**config.mk**
```make
export PLATFORM = sky130hd
export DESIGN_NAME = serial_bus_status_flags
export DESIGN_NICKNAME = d
export VERILOG_FILES = /design/src/core/sbs_pkg.sv /design/src/core/bus_events_if.sv /design/src/core/serial_bus_status_flags.sv /design/src/core/line_sync.sv /design/src/core/bit_counter.sv
export SDC_FILE = /design/constraint.sdc
export NUM_CORES = 1
export LEC_CHECK = 0
export BUFFER_PORTS_ARGS = -buffer_cell sky130_fd_sc_hd__buf_4
export CAP_MARGIN = 25
export CORE_MARGIN = 5
export CORE_UTILIZATION = 40
export DETAILED_ROUTE_END_ITERATION = 7
export GPL_TIMING_DRIVEN = 0
export PLACE_DENSITY = 0.73
export SKIP_LAST_GASP = 1
export SLEW_MARGIN = 25
export SYNTH_ARGS = -nofsm -noshare
export SYNTH_HDL_FRONTEND = slang
export SYNTH_SLANG_ARGS = --single-unit
```
**constraint.sdc**
```tcl
create_clock -name i_clk -period 2.8 [get_ports i_clk]
set_clock_uncertainty 0.2 [all_clocks]
set_input_delay 0.7 -clock i_clk [delete_from_list [all_inputs] [get_ports i_clk]]
set_output_delay 0.7 -clock i_clk [all_outputs]
set_load 0.03 [all_outputs]
```
**src/core/sbs_pkg.sv**
```systemverilog
// constants shared by the serial bus status flag block
package sbs_pkg;
  // ==========================================================================
  // status register
  localparam logic [15:0] STATUS_ADDR = 16'hff79;
  localparam logic [7:0] STATUS_RESET = 8'h00;
  localparam int TRC_BIT = 3;
  localparam int ACK_BIT = 2;
  localparam int STD_BIT = 1;
  localparam int SPD_BIT = 0;
  // ==========================================================================
  // control register bits
  localparam int CTL_ENABLE_BIT = 7;
  localparam int CTL_RELEASE_BIT = 6;
  localparam int CTL_WAIT_REL_BIT = 5;
  // ==========================================================================
  // serial clock counting within a byte (count of rising edges seen)
  localparam int CNT_W = 4;
  localparam logic [3:0] CNT_IDLE = 4'h0;
  localparam logic [3:0] CNT_FIRST = 4'h1;
  localparam logic [3:0] CNT_BEFORE_LSB = 4'h7;
  localparam logic [3:0] CNT_BEFORE_ACK = 4'h8;
  localparam logic [3:0] CNT_ACK = 4'h9;
endpackage : sbs_pkg

```
**src/core/bus_events_if.sv**
```systemverilog
// carrier of synchronised line levels, bus events and bit position
`timescale 1ns/100ps
interface bus_events_if;
  import sbs_pkg::*;
  logic scl;
  logic sda;
  logic scl_rise;
  logic scl_fall;
  logic start_det;
  logic stop_det;
  logic [CNT_W-1:0] bit_cnt;
  logic first_byte;
  logic in_frame;
  modport sync (output scl, sda, scl_rise, scl_fall, start_det, stop_det);
  modport count (input scl_rise, start_det, stop_det, output bit_cnt, first_byte, in_frame);
  modport core (input scl, sda, scl_rise, scl_fall, start_det, stop_det, bit_cnt, first_byte,
    in_frame);
endinterface : bus_events_if

```
**src/core/serial_bus_status_flags.sv**
```systemverilog
// status flags and data line steering of the two-wire serial interface
`timescale 1ns/100ps
module serial_bus_status_flags
  import sbs_pkg::*;
#(
  parameter int ADDR_W = 16
)
(
  input wire logic i_clk,
  input wire logic i_srst,
  input wire logic i_scl,
  input wire logic i_sda,
  input wire logic [7:0] i_serial_bus_control,
  input wire logic i_ctl_wr,
  input wire logic i_master_mode,
  input wire logic i_master_start,
  input wire logic i_so_latch,
  input wire logic i_rd,
  input wire logic [ADDR_W-1:0] i_rd_addr,
  output logic [7:0] o_rd_data,
  output logic o_sda_out,
  output logic o_sda_oe
);
  generate
    if (ADDR_W < 16)
    begin : g_bad_addr_w
      $error("ADDR_W too narrow for the status address");
    end
  endgenerate

  bus_events_if ev ();

  line_sync u_line_sync (
    .i_clk(i_clk),
    .i_srst(i_srst),
    .i_scl(i_scl),
    .i_sda(i_sda),
    .ev(ev.sync)
  );

  bit_counter u_bit_counter (
    .i_clk(i_clk),
    .i_srst(i_srst),
    .ev(ev.count)
  );

  logic send_direction_flag;
  logic ack_detected_flag;
  logic start_seen_flag;
  logic stop_seen_flag;
  logic drive_en;
  logic enable_d;

  // ==========================================================================
  // control bits and derived events
  logic iface_enable;
  logic bus_release_ctl;
  logic wait_release_ctl;
  logic enable_fall;
  logic lsb_rise_b0;
  logic ack_rise;
  logic ack_fall_b0;
  logic next_byte_rise;
  logic addr_first_rise;
  logic in_ack_clock;
  logic wait_rel_hit;
  logic trc_set;
  logic trc_clr;

  assign iface_enable = i_serial_bus_control[CTL_ENABLE_BIT];
  assign bus_release_ctl = i_serial_bus_control[CTL_RELEASE_BIT];
  assign wait_release_ctl = i_ctl_wr & i_serial_bus_control[CTL_WAIT_REL_BIT];
  assign enable_fall = enable_d & ~iface_enable;
  assign lsb_rise_b0 = ev.scl_rise & ev.in_frame & ev.first_byte
    & (ev.bit_cnt == CNT_BEFORE_LSB);
  assign ack_rise = ev.scl_rise & ev.in_frame & (ev.bit_cnt == CNT_BEFORE_ACK);
  assign in_ack_clock = ev.in_frame & (ev.bit_cnt == CNT_ACK);
  assign ack_fall_b0 = ev.scl_fall & in_ack_clock & ev.first_byte;
  assign next_byte_rise = ev.scl_rise & in_ack_clock;
  assign addr_first_rise = ev.scl_rise & ev.in_frame & (ev.bit_cnt == CNT_IDLE);
  assign wait_rel_hit = wait_release_ctl & send_direction_flag & in_ack_clock;

  always_ff @(posedge i_clk)
  begin
    if (i_srst)
    begin
      enable_d <= 1'b0;
    end
    else
    begin
      enable_d <= iface_enable;
    end
  end

  // ==========================================================================
  // send direction flag; a set wins over any clear in the same cycle
  assign trc_set = (i_master_mode & i_master_start)
    | (~i_master_mode & lsb_rise_b0 & ev.sda);
  assign trc_clr = (i_master_mode & lsb_rise_b0 & i_so_latch)
    | wait_rel_hit
    | bus_release_ctl | enable_fall;

  always_ff @(posedge i_clk)
  begin
    if (i_srst)
    begin
      send_direction_flag <= 1'b0;
    end
    else if (trc_set)
    begin
      send_direction_flag <= 1'b1;
    end
    else if (trc_clr)
    begin
      send_direction_flag <= 1'b0;
    end
  end

  // ==========================================================================
  // data line steering: a slave starts driving after the first byte's ack clock
  always_ff @(posedge i_clk)
  begin
    if (i_srst)
    begin
      drive_en <= 1'b0;
    end
    else if (ev.start_det || ev.stop_det || bus_release_ctl || wait_rel_hit || enable_fall)
    begin
      drive_en <= 1'b0;
    end
    else if (ack_fall_b0)
    begin
      drive_en <= 1'b1;
    end
  end

  always_ff @(posedge i_clk)
  begin
    if (i_srst)
    begin
      o_sda_out <= 1'b1;
    end
    else
    begin
      o_sda_out <= i_so_latch;
    end
  end

  // line floats whenever the send flag is clear
  assign o_sda_oe = send_direction_flag & (i_master_mode | drive_en);

  // ==========================================================================
  // acknowledge detected flag
  always_ff @(posedge i_clk)
  begin
    if (i_srst)
    begin
      ack_detected_flag <= 1'b0;
    end
    else if (ack_rise && !ev.sda)
    begin
      ack_detected_flag <= 1'b1;
    end
    else if (ev.stop_det || next_byte_rise || bus_release_ctl || enable_fall)
    begin
      ack_detected_flag <= 1'b0;
    end
  end

  // ==========================================================================
  // start seen flag
  always_ff @(posedge i_clk)
  begin
    if (i_srst)
    begin
      start_seen_flag <= 1'b0;
    end
    else if (ev.start_det)
    begin
      start_seen_flag <= 1'b1;
    end
    else if (ev.stop_det || (next_byte_rise && ev.first_byte) || bus_release_ctl
      || enable_fall)
    begin
      start_seen_flag <= 1'b0;
    end
  end

  // ==========================================================================
  // stop seen flag
  always_ff @(posedge i_clk)
  begin
    if (i_srst)
    begin
      stop_seen_flag <= 1'b0;
    end
    else if (ev.stop_det)
    begin
      stop_seen_flag <= 1'b1;
    end
    else if (addr_first_rise || enable_fall)
    begin
      stop_seen_flag <= 1'b0;
    end
  end

  // ==========================================================================
  // status register read port
  logic [7:0] status_word;

  always_comb
  begin
    status_word = STATUS_RESET;
    status_word[TRC_BIT] = send_direction_flag;
    status_word[ACK_BIT] = ack_detected_flag;
    status_word[STD_BIT] = start_seen_flag;
    status_word[SPD_BIT] = stop_seen_flag;
  end

  always_ff @(posedge i_clk)
  begin
    if (i_srst)
    begin
      o_rd_data <= STATUS_RESET;
    end
    else if (i_rd && (i_rd_addr[15:0] == STATUS_ADDR))
    begin
      o_rd_data <= status_word;
    end
    else
    begin
      o_rd_data <= STATUS_RESET;
    end
  end
endmodule : serial_bus_status_flags

```
**src/core/line_sync.sv**
```systemverilog
// pin synchronisers, line edge finding and start/stop detection
`timescale 1ns/100ps
module line_sync
  import sbs_pkg::*;
(
  input wire logic i_clk,
  input wire logic i_srst,
  input wire logic i_scl,
  input wire logic i_sda,
  bus_events_if.sync ev
);
  logic scl_meta;
  logic sda_meta;
  logic scl_s;
  logic sda_s;
  logic scl_d;
  logic sda_d;

  // ==========================================================================
  // two-stage synchronisers, then one delay stage for edges
  always_ff @(posedge i_clk)
  begin
    if (i_srst)
    begin
      scl_meta <= 1'b1;
      sda_meta <= 1'b1;
      scl_s <= 1'b1;
      sda_s <= 1'b1;
      scl_d <= 1'b1;
      sda_d <= 1'b1;
    end
    else
    begin
      scl_meta <= i_scl;
      sda_meta <= i_sda;
      scl_s <= scl_meta;
      sda_s <= sda_meta;
      scl_d <= scl_s;
      sda_d <= sda_s;
    end
  end

  assign ev.scl = scl_s;
  assign ev.sda = sda_s;
  assign ev.scl_rise = scl_s & ~scl_d;
  assign ev.scl_fall = ~scl_s & scl_d;
  // data moves while clock stays high
  assign ev.start_det = sda_d & ~sda_s & scl_s & scl_d;
  assign ev.stop_det = ~sda_d & sda_s & scl_s & scl_d;
endmodule : line_sync

```
**src/core/bit_counter.sv**
```systemverilog
// counts serial clock rising edges within each byte of a frame
`timescale 1ns/100ps
module bit_counter
  import sbs_pkg::*;
(
  input wire logic i_clk,
  input wire logic i_srst,
  bus_events_if.count ev
);
  logic [CNT_W-1:0] cnt;
  logic first;
  logic frame;

  // ==========================================================================
  // position in the byte; start restarts, stop ends the frame
  always_ff @(posedge i_clk)
  begin
    if (i_srst)
    begin
      cnt <= CNT_IDLE;
      first <= 1'b1;
      frame <= 1'b0;
    end
    else if (ev.start_det)
    begin
      cnt <= CNT_IDLE;
      first <= 1'b1;
      frame <= 1'b1;
    end
    else if (ev.stop_det)
    begin
      cnt <= CNT_IDLE;
      first <= 1'b1;
      frame <= 1'b0;
    end
    else if (ev.scl_rise && frame)
    begin
      if (cnt == CNT_ACK)
      begin
        cnt <= CNT_FIRST;
        first <= 1'b0;
      end
      else
      begin
        cnt <= cnt + CNT_FIRST;
      end
    end
  end

  assign ev.bit_cnt = cnt;
  assign ev.first_byte = first;
  assign ev.in_frame = frame;
endmodule : bit_counter

```
* Yosys cells after proc, flatten, opt, wreduce, memory -nomap -nowiden *
Index checks and enable logic that the tools add are counted.
W data, S select, Z words.

storage, ports and cells
  input bits = 33
  register bits = 27
  logic and storage cells = 99
  ROM bits = 0
  bits in writable memories = 0
  bits in latches = 0
  memories = 0
  output and inout bits = 10

operators by class
  $mul = 0
  shifts and indexed selects = 0
  multiplexer cells = 11
  equal/unequal tests = 4
  $add $sub $neg = 1
  div/mod/pow operators = 0
  bitwise gates (word level) = 39
  $lt $le $gt $ge = 0
  reduce and logical (&&, ||, !) cells = 26

operator list
  kind                    count
  $and A1 B1 Y1           27
  $eq A16 B16 Y1 const B  1
  $logic_or A1 B1 Y1      11
  $mux W1                 10
  $reduce_bool A2 Y1      5
  $eq A4 B4 Y1 const B    2
  $not A1 Y1              7
  $or A1 B1 Y1            5
  $add A4 B1 Y4 const B   1
  $eq A4 B3 Y1 const B    1
  $logic_and A1 B1 Y1     4
  $logic_not A4 Y1        1
  $mux W4                 1
  $reduce_or A2 Y1        2
  $reduce_or A3 Y1        1
  $reduce_and A2 Y1       1
  $logic_not A1 Y1        1

* Logic depth before layout (Yosys ltp) *
Gate-level depths: netlist of the first run.

  depth after elaboration = 12
  depth in mapped cells = 4
  gate-level depth less buffers = 4

* By module *
Synthesis of the first run repeated with hierarchy kept, for this count alone.

unflattened totals
  cells, all modules = 101
  area total of the unflattened synthesis = 973.4 um2

modules (own cells, without submodules)
  module                   cells an instance  instances  area an instance (um2)
  serial_bus_status_flags  56                 1          533.0
  bit_counter              29                 1          250.2
  line_sync                16                 1          190.2

* Worst setup path after synthesis of the first run *
No wires, ideal clock.

  path type = input to output
  from = input port i_master_mode
  to = output port o_sda_oe
  path buffers = 0
  path slack = 0.775 ns
  arrival = 1.125 ns
  stages on the path = 2
  cells stage by stage = nor2_1 -> nor2_1

between the ends
  word-level cells in the longest chain between the ends = 2

ends and longest elaborated chain
  element             RTL line                        source
  start: declaration  serial_bus_status_flags.sv:15   input wire logic i_master_mode,
  $or A1 B1 Y1        serial_bus_status_flags.sv:150  assign o_sda_oe = send_direction_flag & (i_master_mode | drive_en);
  $and A1 B1 Y1       serial_bus_status_flags.sv:150
  end: declaration    serial_bus_status_flags.sv:22   output logic o_sda_oe

No other way between the ends.

* Worst setup path after layout of the first run *
Same ends and word-level chain as after synthesis.

==> impl_results.md, run 1 <==
- Flop2flop setup slack: 1.11 ns
- EDFF count, synth: 0
- Peak Freq: 497.8 MHz
- Via density: 4.912
- Synth Warn #: 0
- Post-synth top area share: 46.41%
- Top-count cell post-synth: dfxtp_1
- GRT Overall Usage: 13.39%
- Tightest Hold Check Type: reg -> reg
- CTS tree: done
- Post-synthesis cell type count: 35
- Worst setup EP type: output pin
- Global placement routability congestion: 0.8785
- ANT nets after route: 0
- FF-to-FF Start: u_line_sync.ev.scl
- Post-cts resize count: 0
- Synth cell count leaders: 23 x dfxtp_1, 7 x nor2_1, 7 x or2_2
- Status: completed
- Leak pwr: 0.5639 nW
- Synthesized area: 992.2 sq um
- Async SR Flop Fraction: 0%
- Clk slew on worst S/H paths: 0.11 ns
- Setup TNS: 0 ns
- PnR worst setup slack: 0.7912 ns
- Worst skew pair latency: 0.31 ns
- Setup Crit Path Kind: in -> out
- Post-synthesis mux area share: 0%
- Vias in the first global route: 816
- Slew Limit Fails: 0
- Clk root buf: clkbuf_4
- Share of power burned in combinational logic: 12.4%
- Compound-Gate Fraction of Synth Area: 12.86%
- Largest family of logic cells by synthesized area: simple AND/OR/NAND/NOR gates
- Top post-synthesis cells by area: dfxtp_1 46%, or2_2 4.4%, nor2b_1 3.8%
- Largest net degree at the start of global routing: 13
- Synth Flop Type: dfxtp_1
- # setup viols final: 0
- Nets: 185
- Post-synth top area cell: dfxtp_1
- Iteration-0 DRC Markers: 53
- Critical Path, Cell by Cell: buf_4 > nor2_1 > nor2_1 > buf_4
- Avg Cell Area, Syn: 8.939 sq um
- Synthesis-to-finish area growth: 32.53%
- Power Density: 424.1 nW/um^2
- Diodes inserted: 0
- IO Pins: 43
- Post-route cell area: 1315 sq um
- Clock sinks: 23
- Worst setup path start: i_master_mode
- Share of power burned in registers: 61.1%
- Total power: 557.6 uW
- Clock buffer depth: 2
- Crit path required time: 1.90 ns
- Via count: 889
- Sequential share of the synthesized area: 46.41%
- CP max stage cell: buf_4
- Post-Synth Adder-Cell Area: 0%
- Maximum fanout along the worst path: 4
- DRT Pass-1 Iters: 4
- WP buf/inv: 2
- First-pass GRT wire length: 3581 um
- Max incr delay on CP: 0.16 ns
- Period utilisation layout: 71.74%
- Die extent in x: 59.81 um
- Sw frac: 22.96%
- Initial Utilization: 40.79%
- HPWL after DPL: 1732 um
- Simple-gate share of the synthesized area: 32.91%
- Max VDD drop: 322.5 uV
- Avg WL per Cell: 11.89 um
- Share of cells above drive strength 1: 32.45%
- Fin. Hold Viols: 0
- Post-route DRC: 0
- Yosys reg bits: 23
- Pre-CTS setup slack: 0.6827 ns
- Sw Pwr: 128.0 uW
- CTS Hold Bufs: 0
- Top cell family by delay on the critical path: buffers and inverters
- Final critical-path required period: 2.009 ns
- Clk pwr share: 26.5%
- Htree depth: 1
- RSZ-0062 raised after global routing: no
- Post-DP Area: 1289 sq um
- CORE AREA: 2432 sq um
- Port Buffers: 33
- Initial antenna violation count: 0
- Hold Startpoint: u_line_sync.scl_meta
- Post-CTS Setup Bufs: 0
- Die height: 59.81 um
- TritonCTS buffer count: 3
- Setup crit start kind: primary input
- Post-Synthesis Cells: 111
- Grt total ovfl: 0
- Synth Area in XOR/XNOR: 1.765%
- # rows: 18
- Arrival time worst endpoint: 1.11 ns
- Max Cap Violations: 0
- Die area: 3577 sq um
- Pint: 429.6 uW
- Routed wire length: 2152 um
[layer usage]
layer | GRT usage [%] | vias to the layer above | routed length, um
met1 | 15.70 | 396 | 865
met4 | 6.329 | 0 | 40
met2 | 21.91 | 26 | 1071
met5 | 0 | - | 0
li1 | - | 463 | -
met3 | 4.320 | 4 | 175
[worst paths after layout]
kind	to	cells past startpoint
max	o_sda_oe	4
max reg2reg	ack_detected_flag	4
min	u_line_sync.ev.scl	1
min reg2reg	u_line_sync.ev.scl	1
[layout make-up]
class | count | area [sq um]
multi-input cells | 80 | 486.7
fillers | 227 | 1117
clock buffers | 4 | 26.28
flip-flops and latches | 23 | 460.4
well taps | 30 | 37.54
inverters | 6 | 22.52
repair buffers | 33 | 247.7
plain buffers | 5 | 33.78
[cell families after synthesis]
family          after synthesis
compound gates               20
xor+xnor                      2
buf+inv                      11
flops                        23
other cells                   1
simple gates                 54
[power groups by stage]
stage	sequential (mW)	clock [mW]	combinational, mW
final	0.341	0.148	0.0690
after global routing	0.343	0.169	0.0753
after CTS	0.341	0.155	0.0692
after detailed placement	0.348	0	0.0691
after global placement	0.348	0	0.0674
after floorplan	0.348	0	0.0316
[placed cells by master (no fill, tap or decap), drive strengths merged, types with 2 or more instances in the layout]
cell type  synthesis  final
clkbuf             1      5
o21ai              5      5
nor3               2      2
a21oi              6      6
o2111ai            2      2
a31oi              2      2
nor3b              2      2
nor2b              6      6
nand4              4      4
nand3              2      2
and2               4      4
nand2              6      6
xnor2              2      2
buf                4     37
dfxtp             23     23
inv                6      6
nand4b             2      2
or3                2      2
conb               1      4
o31ai              2      2
nand2b             3      3
nor2               7      7
or2                7      7
[registers in the layout (all words and copies together) (netlist names)]
signal / count
u_line_sync.scl_meta: 1
u_line_sync.ev.scl: 1
u_line_sync.scl_d: 1
start_seen_flag: 1
u_bit_counter.ev.first_byte: 1
u_bit_counter.ev.bit_cnt: 4
o_sda_out: 1
ack_detected_flag: 1
enable_d: 1
drive_en: 1
u_line_sync.ev.sda: 1
send_direction_flag: 1
u_line_sync.sda_d: 1
u_line_sync.sda_meta: 1
o_rd_data: 4
stop_seen_flag: 1
u_bit_counter.ev.in_frame: 1
[worst register-to-register path, cell delays in order, from the launching register on]
cell and delay [ns]:
dfxtp_1 0.47, nand3b_1 0.13, or3_1 0.35, or3_1 0.35
a21oi_2 0.13
[stage by stage]
stage                     util [%]  hold slack [ns]  cells
final                        54.06           0.2211    181
after global routing         54.06           0.2538    181
after CTS                    54.06           0.2239    181
after detailed placement     52.98           0.1945    177
after global placement       52.98           0.1938    177
after floorplan                  -           0.1895    114
Note: power is estimated with default switching activity, not from simulation.
==> inputs of run 2 (changes only) <==
--- a/config.mk
+++ b/config.mk
@@ -11,7 +11,7 @@
 export CORE_UTILIZATION = 40
 export DETAILED_ROUTE_END_ITERATION = 7
 export GPL_TIMING_DRIVEN = 0
-export PLACE_DENSITY = 0.73
+export PLACE_DENSITY = 0.76
 export SKIP_LAST_GASP = 1
 export SLEW_MARGIN = 25
 export SYNTH_ARGS = -nofsm -noshare
==> constraint.sdc (replaced) <==
create_clock -name i_clk -period 1.72 [get_ports i_clk]
set_clock_uncertainty 0.2 [all_clocks]
set_input_delay 0.43 -clock i_clk [delete_from_list [all_inputs] [get_ports i_clk]]
set_output_delay 0.43 -clock i_clk [all_outputs]
set_load 0.03 [all_outputs]
==> impl_results.md, run 2 (synthesized netlist as in run 1, its figures left out) <==
- Status: completed (unchanged)
- Sw frac: 23.45% (was 22.96%)
- Commonest non-fill, non-tap cells in the layout: 37 x buf_4, 21 x dfxtp_1, 7 x nor2_1, 7 x or2_2 (was 37 x buf_4, 23 x dfxtp_1, 7 x nor2_1, 7 x or2_2)
- RSZ-0062 raised after global routing: no (unchanged)
- Post-CTS Setup Bufs: 0 (unchanged)
- Clk pwr share: 26.5% (about the same)
- Pint: 696.0 uW (was 429.6 uW)
- Die extent in x: 59.81 um (unchanged)
- Initial antenna violation count: 0 (unchanged)
- Maximum fanout along the worst path: 7 (was 4)
- Htree depth: 1 (unchanged)
- Setup TNS: 0 ns (unchanged)
- Setup Crit Path Kind: reg -> reg (was in -> out)
- Worst setup EP type: flop (was output pin)
- Share of power burned in registers: 61.0% (was 61.1%)
- Grt total ovfl: 0 (unchanged)
- Post-route DRC: 0 (unchanged)
- Peak Freq: 616.5 MHz
- Routed wire length: 2227 um (was 2152 um)
- Initial Utilization: 40.79% (unchanged)
- Share of power burned in combinational logic: 12.5% (was 12.4%)
- Clock sinks: 23 (unchanged)
- Slew Limit Fails: 0 (unchanged)
- Worst skew pair latency: 0.30 ns (was 0.31 ns)
- Via density: 4.978 (was 4.912)
- ANT nets after route: 0 (unchanged)
- DRT Pass-1 Iters: 4 (unchanged)
- Vias in the first global route: 893 (was 816)
- Diodes inserted: 0 (unchanged)
- Power Density: 686.9 nW/um^2 (was 424.1 nW/um^2)
- Post-cts resize count: 0 (unchanged)
- CTS tree: done (unchanged)
- Via count: 901 (was 889)
- Avg WL per Cell: 12.30 um (was 11.89 um)
- Iteration-0 DRC Markers: 27 (was 53)
- Fin. Hold Viols: 0 (unchanged)
- # rows: 18 (unchanged)
- Setup crit start kind: flop (was primary input)
- Sw Pwr: 213.2 uW (was 128.0 uW)
- Clk slew on worst S/H paths: 0.12 ns (was 0.11 ns)
- TritonCTS buffer count: 3 (unchanged)
- IO Pins: 43 (unchanged)
- Synthesis-to-finish area growth: 33.42% (was 32.53%)
- HPWL after DPL: 1753 um (was 1732 um)
- Leak pwr: 0.5706 nW (was 0.5639 nW)
- Largest net degree at the start of global routing: 14 (was 13)
- Arrival time worst endpoint: 1.67 ns (was 1.11 ns)
- Clk root buf: clkbuf_4 (unchanged)
- Period utilisation layout: 94.30%
- # setup viols final: 0 (unchanged)
- Nets: 185 (unchanged)
- Max VDD drop: 541.4 uV (was 322.5 uV)
- Crit path required time: 1.77 ns (was 1.90 ns)
- Tightest Hold Check Type: in -> reg (was reg -> reg)
- Die area: 3577 sq um (unchanged)
- Commonest non-fill, non-tap cell in the layout: buf_4 (unchanged)
- CTS Hold Bufs: 0 (unchanged)
- Total power: 909.3 uW (was 557.6 uW)
- GRT Overall Usage: 13.77% (was 13.39%)
- CORE AREA: 2432 sq um (unchanged)
- Clock buffer depth: 2 (unchanged)
- Port Buffers: 33 (unchanged)
- Final critical-path required period: 1.622 ns
- Die height: 59.81 um (unchanged)
- Max Cap Violations: 0 (unchanged)
- First-pass GRT wire length: 3774 um (was 3581 um)
- Global placement routability congestion: 0.8569 (was 0.8785)
- Share of cells above drive strength 1: 35.10% (was 32.45%)
run 2: cell types whose count changed in the layout (fill, tap and decap cells not counted), sizes merged:
cell and change:
clkbuf -1, clkinv +1
run 2: final cells by class:
type	count	area (sq um)
Fill cell	234	1109
Multi-Input combinational cell	80	491.7
Sequential cell	23	462.9
Timing Repair Buffer	33	247.7
Tap cell	30	37.54
Buffer	5	33.78
Clock buffer	3	22.52
Inverter	6	22.52
Clock inverter	1	5.005
run 2: worst max-delay path, cell delays in order, from the launching register on:
cell and delay [ns]:
dfxtp_1 0.44, nand3b_1 0.11, or3_1 0.34, or3_1 0.35, a21oi_2 0.13
run 2: per-layer routing:
layer | track usage, % | routed length, um | vias up
met4 | 2.848 | 13 | 0
met2 | 25.77 | 1171 | 23
li1 | - | - | 460
met3 | 3.888 | 165 | 2
met1 | 15.24 | 876 | 416
met5 | 0 | 0 | -
run 2: power by group through the flow:
stage | logic (mW) | registers [mW] | clock network, mW
final | 0.113 | 0.555 | 0.241
after global routing | 0.124 | 0.557 | 0.277
after CTS | 0.113 | 0.555 | 0.256
after detailed placement | 0.112 | 0.567 | 0
after global placement | 0.110 | 0.566 | 0
after floorplan | 0.0515 | 0.566 | 0
run 2: final timing paths:
kind	start	end	slack, ns	cells after the start
max	u_bit_counter.ev.in_frame	ack_detected_flag	0.1	4
min	i_sda	u_line_sync.sda_meta	0.1	2
max reg2reg	u_bit_counter.ev.in_frame	ack_detected_flag	0.1	4
min reg2reg	u_line_sync.sda_meta	u_line_sync.ev.sda	0.23	1
run 2: stage by stage:
| step | cells | hold WS (ns) | cell area (sq um) | utilization (%) | worst slack (ns) |
|---|---|---|---|---|---|
| finish | 181 | 0.09728 | 1324 | 54.42 | 0.09807 |
| global placement | 177 | 0.1922 | 1289 | 52.98 | -0.08356 |
| global route | 181 | 0.08247 | 1324 | 54.42 | 0.005840 |
| floorplan | 114 | 0.1895 | 1003 | - | 0.1792 |
| CTS | 181 | 0.08648 | 1316 | 54.12 | 0.06033 |
| detailed placement | 177 | 0.1970 | 1289 | 52.98 | -0.1182 |
